==> src/core/nic_ctrl_pkg.sv <==
// Constants and types shared by the interrupt, reset and power-down control logic.
// Assumes an 8-bit register port with a 4-bit word address and one 50 MHz clock.
package nic_ctrl_pkg;

   localparam int          ADDR_W          = 4;
   localparam int          DATA_W          = 8;
   localparam int          IRQ_SRC_N       = 8;
   localparam int          LOCAL_IRQ_N     = 4;

   // Register offsets.
   localparam logic [3:0]  OFS_CARD_OPT    = 4'h0;
   localparam logic [3:0]  OFS_CARD_STAT   = 4'h1;
   localparam logic [3:0]  OFS_RX_CTRL     = 4'h2;
   localparam logic [3:0]  OFS_CTRL        = 4'h3;
   localparam logic [3:0]  OFS_CONFIG      = 4'h4;
   localparam logic [3:0]  OFS_ADDR_A      = 4'h5;
   localparam logic [3:0]  OFS_IRQ_STAT    = 4'h6;
   localparam logic [3:0]  OFS_IRQ_MASK    = 4'h7;
   localparam logic [3:0]  OFS_STATE       = 4'h8;

   // Field positions.
   localparam int          CO_FUNC_EN      = 0;
   localparam int          CO_IRQ_EN       = 2;
   localparam int          CO_CFG_SOFT_RESET_BIT       = 7;
   localparam int          CS_INTR         = 1;
   localparam int          CS_PDOWN        = 2;
   localparam int          RX_SOFT_RST     = 7;
   localparam int          CT_WAKE_EN      = 4;
   localparam int          CT_LEGACY_PD    = 5;
   localparam int          CF_ENC_LO       = 0;
   localparam int          CF_SEL_LO       = 2;
   localparam int          ST_LOCAL        = 0;
   localparam int          ST_READY        = 1;
   localparam int          ST_TX_PD        = 2;
   localparam int          ST_RX_PD        = 3;
   localparam int          ST_LINK_PD      = 4;

   // Values after reset.
   localparam logic [7:0]  RST_CARD_OPT    = 8'h00;
   localparam logic [7:0]  RST_CARD_STAT   = 8'h00;
   localparam logic [7:0]  RST_RX_CTRL     = 8'h00;
   localparam logic [7:0]  RST_CTRL        = 8'h00;
   localparam logic [7:0]  RST_CONFIG      = 8'h00;
   localparam logic [7:0]  RST_ADDR_A      = 8'h00;
   localparam logic [7:0]  RST_IRQ         = 8'h00;

   typedef struct packed {
      logic modem;
      logic link;
      logic rx;
      logic tx;
   } pdown_s;

   localparam pdown_s      PD_NONE         = 4'h0;

endpackage : nic_ctrl_pkg

==> src/core/pdown_decode.sv <==
// Power-down state decoder for transmit, receive, link and modem.
// Assumes the caller registers the result; purely combinational.
`timescale 1ns/1ps
module pdown_decode (
   input  wire logic                 pin_active,   // Qualified power-down pin level
   input  wire logic                 local_mode,   // High in local bus mode
   input  wire logic                 func_en,      // Card function enable bit
   input  wire logic                 card_pd,      // Card status power-down bit
   input  wire logic                 legacy_pd,    // Legacy power-down bit
   input  wire logic                 wake_en,      // Wake-up enable bit
   output nic_ctrl_pkg::pdown_s      pd            // Decoded power-down state
);
   import nic_ctrl_pkg::*;

   logic all_down;

   always_comb begin
      pd       = PD_NONE;
      all_down = 1'h0;
      if (pin_active) begin
         // The pin overrides every bit and also stops the modem.
         pd = 4'hF;
      end else if (local_mode) begin
         // Function enable and card power-down are not looked at here.
         all_down = legacy_pd;
         pd.tx    = all_down | wake_en;
         pd.rx    = all_down;
         pd.link  = all_down;
      end else begin
         all_down = ~func_en | card_pd | legacy_pd;
         pd.tx    = all_down | wake_en;
         pd.rx    = all_down | (wake_en & (legacy_pd | card_pd));
         pd.link  = pd.rx;
      end
   end

endmodule : pdown_decode

==> src/core/nic_intr_reset_powerdown_ctrl.sv <==
// Interrupt merging, reset routing and power-down control of the Ethernet controller.
// Assumes a host register port with one-cycle strobes and read data one cycle later.
//
// Strobed register access and the address map were left to the implementer.
`timescale 1ns/1ps
module nic_intr_reset_powerdown_ctrl (
   input  wire logic                               MCLK,               // 50 MHz clock
   input  wire logic                               RESETN,             // Async reset, low
   input  wire logic [nic_ctrl_pkg::ADDR_W-1:0]    ADDR,               // Register address
   input  wire logic [nic_ctrl_pkg::DATA_W-1:0]    WDATA,              // Write data
   input  wire logic                               WR_STB,             // Write strobe
   input  wire logic                               RD_STB,             // Read strobe
   output logic      [nic_ctrl_pkg::DATA_W-1:0]    RDATA,              // Read data
   input  wire logic                               LOCAL_BUS_SEL,      // Bus mode strap
   input  wire logic [nic_ctrl_pkg::IRQ_SRC_N-1:0] IRQ_EVENTS,         // Source pulses
   input  wire logic                               PDOWN_TXCLK_PIN,    // Power-down pin
   input  wire logic                               EE_LOAD_DONE,       // EEPROM load done
   output logic                                    EE_LOAD_REQ,        // EEPROM read pulse
   output logic                                    CARD_IRQ_READY_N,   // Card irq/ready
   output logic      [nic_ctrl_pkg::LOCAL_IRQ_N-1:0] LOCAL_IRQ_OUTPUTS, // Local irqs
   output logic                                    MODEM_PDOWN_N,      // Modem power-down
   output logic                                    TX_PDOWN,           // Transmit off
   output logic                                    RX_PDOWN,           // Receive off
   output logic                                    LINK_PDOWN,         // Link off
   output logic                                    FUNC_RESET,         // Function reset
   output logic                                    CTRL_RESET,         // Controller reset
   output logic                                    LOCAL_MODE          // Bus mode held
);
   import nic_ctrl_pkg::*;

   logic          rst_q1_r;
   logic          rst_n;
   logic          boot_r;
   logic          local_r;
   logic          ready_r;
   logic [7:0]    card_opt_r;
   logic [7:0]    card_stat_r;
   logic [7:0]    rx_ctrl_r;
   logic [7:0]    ctrl_r;
   logic [7:0]    config_r;
   logic [7:0]    addr_a_r;
   logic [7:0]    irq_stat_r;
   logic [7:0]    irq_mask_r;
   logic          cfg_soft_reset_bit_d_r;
   logic          cfg_soft_reset_bit;
   logic          ctl_rst;
   logic          eth_irq;
   logic          card_irq;
   logic          pin_active;
   logic          ee_start;
   pdown_s        pd_nxt;
   pdown_s        pd_r;
   logic [7:0]    rdata_nxt;

   // Reset release through two flip-flops.
   always_ff @(posedge MCLK or negedge RESETN) begin
      if (!RESETN) begin
         rst_q1_r <= 1'h0;
         rst_n    <= 1'h0;
      end else begin
         rst_q1_r <= 1'h1;
         rst_n    <= rst_q1_r;
      end
   end

   // Bus mode is caught only once, in the first cycle after hardware reset release.
   always_ff @(posedge MCLK or negedge rst_n) begin
      if (!rst_n) begin
         boot_r  <= 1'h1;
         local_r <= 1'h0;
      end else if (boot_r) begin
         boot_r  <= 1'h0;
         local_r <= LOCAL_BUS_SEL;
      end
   end

   wire wr_card_opt = WR_STB && (ADDR == OFS_CARD_OPT);
   wire wr_card_st  = WR_STB && (ADDR == OFS_CARD_STAT);
   wire wr_rx_ctrl  = WR_STB && (ADDR == OFS_RX_CTRL);
   wire wr_ctrl     = WR_STB && (ADDR == OFS_CTRL);
   wire wr_config   = WR_STB && (ADDR == OFS_CONFIG);
   wire wr_addr_a   = WR_STB && (ADDR == OFS_ADDR_A);
   wire wr_irq_stat = WR_STB && (ADDR == OFS_IRQ_STAT);
   wire wr_irq_mask = WR_STB && (ADDR == OFS_IRQ_MASK);

   assign cfg_soft_reset_bit  = card_opt_r[CO_CFG_SOFT_RESET_BIT];
   assign ctl_rst = cfg_soft_reset_bit | rx_ctrl_r[RX_SOFT_RST];

   // Card option register; the soft reset bit survives its own reset.
   always_ff @(posedge MCLK or negedge rst_n) begin
      if (!rst_n) begin
         card_opt_r <= RST_CARD_OPT;
      end else if (wr_card_opt) begin
         card_opt_r <= WDATA[CO_CFG_SOFT_RESET_BIT] ? {1'h1, RST_CARD_OPT[6:0]} : WDATA;
      end else if (cfg_soft_reset_bit) begin
         card_opt_r[6:0] <= RST_CARD_OPT[6:0];
      end
   end

   // Card status register: only the power-down bit is stored.
   always_ff @(posedge MCLK or negedge rst_n) begin
      if (!rst_n) begin
         card_stat_r <= RST_CARD_STAT;
      end else if (cfg_soft_reset_bit) begin
         card_stat_r <= RST_CARD_STAT;
      end else if (wr_card_st) begin
         card_stat_r[CS_PDOWN] <= WDATA[CS_PDOWN];
      end
   end

   // Receive control: its soft reset bit holds the controller in reset while set.
   always_ff @(posedge MCLK or negedge rst_n) begin
      if (!rst_n) begin
         rx_ctrl_r <= RST_RX_CTRL;
      end else if (cfg_soft_reset_bit) begin
         rx_ctrl_r <= RST_RX_CTRL;
      end else if (wr_rx_ctrl) begin
         rx_ctrl_r <= WDATA;
      end
   end

   // Control register with legacy power-down and wake enable.
   always_ff @(posedge MCLK or negedge rst_n) begin
      if (!rst_n) begin
         ctrl_r <= RST_CTRL;
      end else if (ctl_rst) begin
         ctrl_r <= RST_CTRL;
      end else if (wr_ctrl) begin
         ctrl_r <= WDATA;
      end
   end

   // Configuration and address registers are spared by the controller soft reset.
   always_ff @(posedge MCLK or negedge rst_n) begin
      if (!rst_n) begin
         config_r <= RST_CONFIG;
         addr_a_r <= RST_ADDR_A;
      end else if (cfg_soft_reset_bit) begin
         config_r <= RST_CONFIG;
         addr_a_r <= RST_ADDR_A;
      end else begin
         if (wr_config) begin
            config_r <= WDATA;
         end
         if (wr_addr_a) begin
            addr_a_r <= WDATA;
         end
      end
   end

   // Sticky interrupt sources; a new event beats a write-one-to-clear.
   always_ff @(posedge MCLK or negedge rst_n) begin
      if (!rst_n) begin
         irq_stat_r <= RST_IRQ;
         irq_mask_r <= RST_IRQ;
      end else if (ctl_rst) begin
         irq_stat_r <= RST_IRQ;
         irq_mask_r <= RST_IRQ;
      end else begin
         irq_stat_r <= (irq_stat_r & ~(wr_irq_stat ? WDATA : 8'h00)) | IRQ_EVENTS;
         if (wr_irq_mask) begin
            irq_mask_r <= WDATA;
         end
      end
   end

   assign eth_irq  = |(irq_stat_r & irq_mask_r);
   // The card enable bit gates reporting in card mode only.
   assign card_irq = eth_irq & card_opt_r[CO_IRQ_EN];

   // EEPROM read starts after hardware reset and when the soft reset bit is set.
   always_ff @(posedge MCLK or negedge rst_n) begin
      if (!rst_n) begin
         cfg_soft_reset_bit_d_r <= 1'h0;
      end else begin
         cfg_soft_reset_bit_d_r <= cfg_soft_reset_bit;
      end
   end

   assign ee_start = boot_r | (cfg_soft_reset_bit & ~cfg_soft_reset_bit_d_r);

   always_ff @(posedge MCLK or negedge rst_n) begin
      if (!rst_n) begin
         EE_LOAD_REQ <= 1'h0;
         ready_r     <= 1'h0;
      end else begin
         EE_LOAD_REQ <= ee_start;
         // A done level left from the previous load is ignored while a request is out.
         if (ee_start || EE_LOAD_REQ) begin
            ready_r <= 1'h0;
         end else if (EE_LOAD_DONE) begin
            ready_r <= 1'h1;
         end
      end
   end

   // Interrupt pins.
   always_ff @(posedge MCLK or negedge rst_n) begin
      if (!rst_n) begin
         CARD_IRQ_READY_N  <= 1'h0;
         LOCAL_IRQ_OUTPUTS <= 4'h0;
      end else if (local_r) begin
         CARD_IRQ_READY_N  <= 1'h1;
         LOCAL_IRQ_OUTPUTS <= eth_irq ? (4'h1 << config_r[CF_SEL_LO +: 2]) : 4'h0;
      end else begin
         // Low means not ready, held in soft reset, or enabled interrupt pending.
         CARD_IRQ_READY_N  <= ready_r & ~cfg_soft_reset_bit & ~card_irq;
         LOCAL_IRQ_OUTPUTS <= 4'h0;
      end
   end

   assign pin_active = PDOWN_TXCLK_PIN && (config_r[CF_ENC_LO +: 2] != 2'h0);

   pdown_decode u_pdown (
      .pin_active (pin_active),
      .local_mode (local_r),
      .func_en    (card_opt_r[CO_FUNC_EN]),
      .card_pd    (card_stat_r[CS_PDOWN]),
      .legacy_pd  (ctrl_r[CT_LEGACY_PD]),
      .wake_en    (ctrl_r[CT_WAKE_EN]),
      .pd         (pd_nxt)
   );

   // Power state follows the decoder on every clock.
   always_ff @(posedge MCLK or negedge rst_n) begin
      if (!rst_n) begin
         pd_r <= PD_NONE;
      end else begin
         pd_r <= pd_nxt;
      end
   end

   assign TX_PDOWN      = pd_r.tx;
   assign RX_PDOWN      = pd_r.rx;
   assign LINK_PDOWN    = pd_r.link;
   assign MODEM_PDOWN_N = ~pd_r.modem;

   always_ff @(posedge MCLK or negedge rst_n) begin
      if (!rst_n) begin
         FUNC_RESET <= 1'h1;
         CTRL_RESET <= 1'h1;
         LOCAL_MODE <= 1'h0;
      end else begin
         FUNC_RESET <= cfg_soft_reset_bit;
         CTRL_RESET <= ctl_rst;
         LOCAL_MODE <= local_r;
      end
   end

   // Read data path; unmapped addresses read zero.
   always_comb begin
      rdata_nxt = 8'h00;
      case (ADDR)
         OFS_CARD_OPT:  rdata_nxt = card_opt_r;
         OFS_CARD_STAT: begin
            rdata_nxt = card_stat_r;
            rdata_nxt[CS_INTR] = eth_irq;
         end
         OFS_RX_CTRL:   rdata_nxt = rx_ctrl_r;
         OFS_CTRL:      rdata_nxt = ctrl_r;
         OFS_CONFIG:    rdata_nxt = config_r;
         OFS_ADDR_A:    rdata_nxt = addr_a_r;
         OFS_IRQ_STAT:  rdata_nxt = irq_stat_r;
         OFS_IRQ_MASK:  rdata_nxt = irq_mask_r;
         OFS_STATE:     rdata_nxt = {3'h0, pd_r.link, pd_r.rx, pd_r.tx, ready_r, local_r};
         default:       rdata_nxt = 8'h00;
      endcase
   end

   always_ff @(posedge MCLK or negedge rst_n) begin
      if (!rst_n) begin
         RDATA <= 8'h00;
      end else if (RD_STB) begin
         RDATA <= rdata_nxt;
      end else begin
         RDATA <= 8'h00;
      end
   end
endmodule : nic_intr_reset_powerdown_ctrl

==> config.mk <==
export PLATFORM = sky130hd
export DESIGN_NAME = nic_intr_reset_powerdown_ctrl
export DESIGN_NICKNAME = d
export VERILOG_FILES = /design/src/core/nic_ctrl_pkg.sv /design/src/core/pdown_decode.sv /design/src/core/nic_intr_reset_powerdown_ctrl.sv
export SDC_FILE = /design/constraint.sdc
export NUM_CORES = 1
export LEC_CHECK = 0
export BUFFER_PORTS_ARGS = -buffer_cell sky130_fd_sc_hd__buf_2
export CAP_MARGIN = 40
export CORE_UTILIZATION = 60
export DETAILED_ROUTE_END_ITERATION = 16
export GPL_TIMING_DRIVEN = 0
export PLACE_DENSITY_LB_ADDON = 0.3
export SLEW_MARGIN = 20
export SYNTH_ARGS = -nofsm -noshare
export SYNTH_HDL_FRONTEND = slang
export SYNTH_SLANG_ARGS = --single-unit
==> constraint.sdc <==
create_clock -name MCLK -period 5.1 [get_ports MCLK]
set_clock_uncertainty 0.05 [all_clocks]
set_input_delay 0.51 -clock MCLK [delete_from_list [all_inputs] [get_ports MCLK]]
set_output_delay 0.51 -clock MCLK [all_outputs]
set_load 0.005 [all_outputs]
# Word-level counts from Yosys, hierarchy flattened
# Index checks and enable logic that the tools add are counted.
[word_totals] elab_cells=105 output_inout_bits=21 inputBits=27 reg_bits=84
[classes] n_bitwise=22 muxes=27 n_eq_ne=8 reduce_logical=21 shifts=1
[ops] operator="8-bit two-way mux" count=14
[ops] operator="8-bit one-hot mux with 9 select lines" count=1
[ops] operator="2-bit nonzero test" count=9
[ops] operator="8-bit AND" count=2
[ops] operator="4-bit by 3-bit == test with 1-bit output, second input constant" count=4
[ops] operator="7-bit two-way mux" count=2
[ops] operator="1-bit logical AND" count=9
[ops] operator="4-bit by 2-bit == test with 1-bit output, second input constant" count=2
[ops] operator="4-bit two-way mux" count=2
[ops] operator="8-bit inverter" count=1
[ops] operator="1-bit bitwise OR" count=8
[ops] operator="8-bit bitwise OR" count=1
[ops] operator="8-bit OR reduction" count=1
[ops] operator="1-bit two-way mux" count=6
[ops] operator="3-bit two-way mux" count=2
[ops] operator="1-bit AND" count=5
[ops] operator="1-bit inverter" count=5
[ops] operator="4-bit by 1-bit == test with 1-bit output, second input constant" count=1
[ops] operator="4-bit == test, second input constant" count=1
[ops] operator="4-bit zero test" count=1
[ops] operator="1-bit by 2-bit left shift with 4-bit output, first input constant" count=1
[ops] operator="1-bit logical OR" count=1

# Longest topological paths before layout
[logic_depth] ltp_word=7 depth_mapped=7 ltp_nobuf=4

# Hierarchy
# From an unflattened synthesis, not the netlist that was laid out.
[hier_totals] cells_unflattened=344 area_unflattened_um2=3892.5
[by_module_without_submodules] module="nic_intr_reset_powerdown_ctrl" instances=1 area_per_inst_um2=3839.9 cells_each=337 seq_area_each_um2=2105.8
[by_module_without_submodules] module="pdown_decode" instances=1 area_per_inst_um2=52.6 cells_each=7 seq_area_each_um2=0.0

# Worst setup path after synthesis
# OpenSTA, ideal clock, no wires.
[synth_path] path_type="in2reg" from="in ADDR[0] (netlist name)" to="reg RDATA[0] (netlist name)" path_slack_ns=3.354 n_path_buf=2 t_arrival_ns=1.571 path_stages=6 setup_time_ns=0.125 required_ns=4.925 path_cell_list="buf_6 buf_6 mux2_2 a32o_1 a221oi_2 nor2_1"
[synth_via] elab_chain_cells=3 elab_cells_between_ends=11 cone_classes="eq/ne: 8; mux: 2; reduce/logical: 1"
[synth_lines] element="from (decl)" line="nic_intr_reset_powerdown_ctrl.sv:9" text="input wire logic [nic_ctrl_pkg::ADDR_W-1:0] ADDR,"
[synth_lines] element="4-bit == test (tied with other cells)" line="nic_intr_reset_powerdown_ctrl.sv:253" text="case (ADDR)"
[synth_lines] element="8-bit one-hot mux with 9 select lines *" line="nic_intr_reset_powerdown_ctrl.sv:253"
[synth_lines] element="8-bit two-way mux *" line="nic_intr_reset_powerdown_ctrl.sv:273" text="end else if (RD_STB) begin"
[synth_lines] element="to (signal assigned)" line="nic_intr_reset_powerdown_ctrl.sv:274" text="RDATA <= rdata_nxt;"
[synth_lines] element="to (decl)" line="nic_intr_reset_powerdown_ctrl.sv:13" text="output logic [nic_ctrl_pkg::DATA_W-1:0] RDATA,"
# Every way passes the cells marked *; elsewhere a longest branch is shown, timed or not.
# A chain may end at the register's enable or synchronous reset.

# Worst setup path after layout
[layout_path] from="in ADDR[1] (netlist name)" to="reg card_opt_r[2]"
[layout_via] elab_chain_cells=3 elab_cells_between_ends=4 cone_classes="mux: 1; reduce/logical: 3"
[layout_lines] element="4-bit zero test *" line="nic_intr_reset_powerdown_ctrl.sv:77" text="wire wr_card_opt = WR_STB && (ADDR == OFS_CARD_OPT);"
[layout_lines] element="1-bit logical AND *" line="nic_intr_reset_powerdown_ctrl.sv:77"
[layout_lines] element="7-bit two-way mux / 2-bit nonzero test (equally long branches)"
[layout_lines] element="to (signal assigned)" line="nic_intr_reset_powerdown_ctrl.sv:94" text="card_opt_r <= WDATA[CO_CFG_SOFT_RESET_BIT] ? {1'h1, RST_CARD_OPT[6:0]} : WDATA;"
[layout_lines] element="to (signal assigned)" line="nic_intr_reset_powerdown_ctrl.sv:96" text="card_opt_r[6:0] <= RST_CARD_OPT[6:0];"
[layout_lines] element="to (decl)" line="nic_intr_reset_powerdown_ctrl.sv:36" text="logic [7:0] card_opt_r;"
# Marks and branches as above.

==> flow_metrics.env <==
export IMPL_status="finished clean"
export IMPL_synth_edff_count=0
export IMPL_die_width_um=82.30
export IMPL_syn_area_per_cell_um2=11.18
export IMPL_avgRoutedWirePerCell_um=21.02
export IMPL_crit_required_ns=5.35
export IMPL_ant_nets=0
export IMPL_die_area_um2=6773
export IMPL_use_met1=0.4581
export IMPL_ir_worst_vdd_mv=0.2888
export IMPL_yosys_area_share_simple=0.1426
export IMPL_synth_fa_ha_area_frac=0
export IMPL_p_leak_nw=1.996
export IMPL_synthMuxAreaShare=0.1187
export IMPL_avgViaCountPerCell=6.398
export IMPL_syn_inst=346
export IMPL_synthXorXnorAreaFrac=0
export IMPL_drt_initial_drc_count=307
export IMPL_cts_inserted_buffers=9
export IMPL_end_kind="flop"
export IMPL_synth_net_count=373
export IMPL_max_cap_viol_count=0
export IMPL_met3_usage=0.05385
export IMPL_cp_max_fo=8
export IMPL_path_cells="buf_2 -> nor4_4 -> nand2_1 -> nor2_1 -> a22o_1"
export IMPL_clock_path_buffers=2
export IMPL_synth_warnings=0
export IMPL_hold_viol=0
export IMPL_clk_latency_ns=0.36
export IMPL_cts_tree="done"
export IMPL_postCtsSetupRepairBufs=0
export IMPL_slowest_delay_ns=0.57
export IMPL_finalSetupViolCount=0
export IMPL_setup_worst_path_class="input port to flop"
export IMPL_regArea_um2=2085
export IMPL_slowest_stage="nor2_1"
export IMPL_dr_total_vias=3084
export IMPL_busiest_layer="met2"
export IMPL_p_per_area_nw_per_um2=321.7
export IMPL_multi_input_area_um2=1623
export IMPL_yosysTopAreaCell="dfrtp_1"
export IMPL_cts_sinks=83
export IMPL_start_kind="input port"
export IMPL_grt_setup_unrepaired="false"
export IMPL_hpwl_mm=6.903
export IMPL_fin_crit_sh=0.3560
export IMPL_finalMaxSlewViolations=0
export IMPL_synth_compound_area_share=0.1562
export IMPL_hold_slack_ns=0.1878
export IMPL_htree_levels=3
export IMPL_relSlewSlack=0.4709
export IMPL_ys_types=52
export IMPL_grtUsageTotal=0.3317
export IMPL_nets=429
export IMPL_io_buffers=43
export IMPL_coreArea_um2=6061
export IMPL_grt_max_degree=59
export IMPL_post_route_drc_count=0
export IMPL_clk_pin_slew_ns=0.08
export IMPL_synth_seq_cells=83
export IMPL_routed_wl_mm=10.13
export IMPL_finalPower_mw=1.417
export IMPL_worst_pin_slew_ns=0.7937
export IMPL_yosysSeqAreaShare=0.5378
export IMPL_grtUsageMet2=0.5091
export IMPL_antenna_found_initial=0
export IMPL_max_freq_mhz=550.8
export IMPL_min_period_ns=1.816
export IMPL_crit_arrival_ns=2.07
export IMPL_grt_pass1_vias=2973
export IMPL_overflow=0
export IMPL_cts_resized=0
export IMPL_drive_gt1_frac=0.2408
export IMPL_area_growth_pct=13.87
export IMPL_synth_top_cell_area_share=0.5175
export IMPL_synth_top_family_by_area="compound AO/OA/AOI/OAI gates"
export IMPL_yosys_top_cells_area="dfrtp_1 52%, mux2i_1 7.5%, nor2_1 3.6%"
export IMPL_pin_count=48
export IMPL_synthFlopType="dfrtp_1"
export IMPL_grt_pass1_wl_mm=15.75
export IMPL_fillers=456
export IMPL_firstDrtPassIters=5
export IMPL_rows=28
export IMPL_root_buffer="clkbuf_8"
export IMPL_cts_hold_buf=1
export IMPL_n_antenna_cell=0
export IMPL_hp_class="flop to asynchronous set/reset pin"
export IMPL_gp_congestion=0.9195
export IMPL_start_util=0.6383
export IMPL_fin_tns_setup_ns=0
export IMPL_post_synth_instance_area_um2=3869
export IMPL_die_y_um=82.30
export IMPL_synthArstFlopShare=1.000
cell type report:
type / count / area share
timing repair buffer: 45 / 0.05737
tap: 75 / 0.02130
sequential: 83 / 0.4732
buffer: 21 / 0.03238
multi-input combinational: 236 / 0.3684
inverter: 6 / 0.005112
clock inverter: 5 / 0.01250
clock buffer: 11 / 0.02982
cells by family (layout without fill, tap and decap cells):
| family | count (synthesis) | count (layout) |
|---|---|---|
| flops | 83 | 83 |
| compound gates | 89 | 89 |
| mux | 39 | 39 |
| other cells | 2 | 2 |
| simple gates | 106 | 106 |
| buf+inv | 27 | 88 |
synthesized netlist by cell type, types with 3 or more instances:
library cell and number:
buf_4 4, o21a_1 9, o21ai_0 16, nand3_1 5, a22o_1 10, dfrtp_1 80
nand4b_1 3, nor2_1 37, nor2b_1 4, a21oi_1 23, clkbuf_1 8, nor3_1 5
mux2_2 5, nand2_1 31, mux4_2 5, buf_2 3, mux2i_1 29, o2bb2ai_1 3
inv_1 5, a221oi_1 3, dfstp_2 3, buf_6 6, a22oi_1 4, a21boi_0 8
flip-flops by register name, summed over array words and instances, names as in the netlist, 4 cells and up:
signal and cells:
RDATA 8, config_r 8, irq_mask_r 8, addr_a_r 8
irq_stat_r 8, LOCAL_IRQ_OUTPUTS 4, card_opt_r 8, rx_ctrl_r 8
ctrl_r 8
routing by layer:
| metal | vias up | share of wire |
|---|---|---|
| met4 | 0 | 0.034 |
| met2 | 174 | 0.47 |
| met5 | - | 0 |
| met1 | 1533 | 0.42 |
| met3 | 32 | 0.077 |
| li1 | 1345 | - |
worst max-delay path: cells and delay by family:
kind / cells / cell delay, ns
AND/OR/NAND/NOR: 3 / 1.16
AO/OA/AOI/OAI: 1 / 0.23
buffers and inverters: 1 / 0.16
placed cells by master, fill, tap and decap left out, types with 4 or more instances in the layout:
| master | instances |
|---|---|
| nor3_1 | 5 |
| inv_1 | 5 |
| a22o_1 | 10 |
| nor2b_1 | 4 |
| buf_4 | 4 |
| clkbuf_8 | 9 |
| clkbuf_1 | 10 |
| buf_2 | 46 |
| a22oi_1 | 4 |
| o21ai_0 | 16 |
| nor2_1 | 37 |
| mux2i_1 | 29 |
| mux4_2 | 5 |
| mux2_2 | 5 |
| a21boi_0 | 8 |
| o21a_1 | 9 |
| buf_6 | 6 |
| nand3_1 | 5 |
| nand2_1 | 31 |
| a21oi_1 | 23 |
| dfrtp_1 | 79 |
power by group:
part / total (mW) / internal [mW] / switching (mW)
logic: 0.214 / 0.0808 / 0.133
clock network: 0.463 / 0.225 / 0.238
registers: 0.741 / 0.704 / 0.0366
stage by stage:
| step | setup slack (ns) | area [um^2] | std cells | util |
|---|---|---|---|---|
| 2_1_floorplan | 2.572 | 3869 | 346 | - |
| 3_3_place_gp | 1.812 | 4178 | 464 | 0.6893 |
| 3_5_place_dp | 3.037 | 4209 | 465 | 0.6945 |
| 4_1_cts | 3.280 | 4405 | 482 | 0.7269 |
| 5_1_grt | 3.154 | 4405 | 482 | 0.7269 |
| 6_report | 3.284 | 4405 | 482 | 0.7269 |
path summary, 6_finish.rpt:
path	from	to	slack (ns)	cells past startpoint
hold / removal	rst_n	ctrl_r[2]	0.19	0
min in group MCLK	IRQ_EVENTS[4]	irq_stat_r[4]	0.31	2
setup reg to reg	card_opt_r[7]	irq_mask_r[7]	3.29	4
max in group asynchronous	rst_n	boot_r	4.19	1
hold reg to reg	rst_n	ctrl_r[2]	0.19	0
setup / recovery	ADDR[1]	card_opt_r[2]	3.28	5
(Power assumes the default switching activity.)
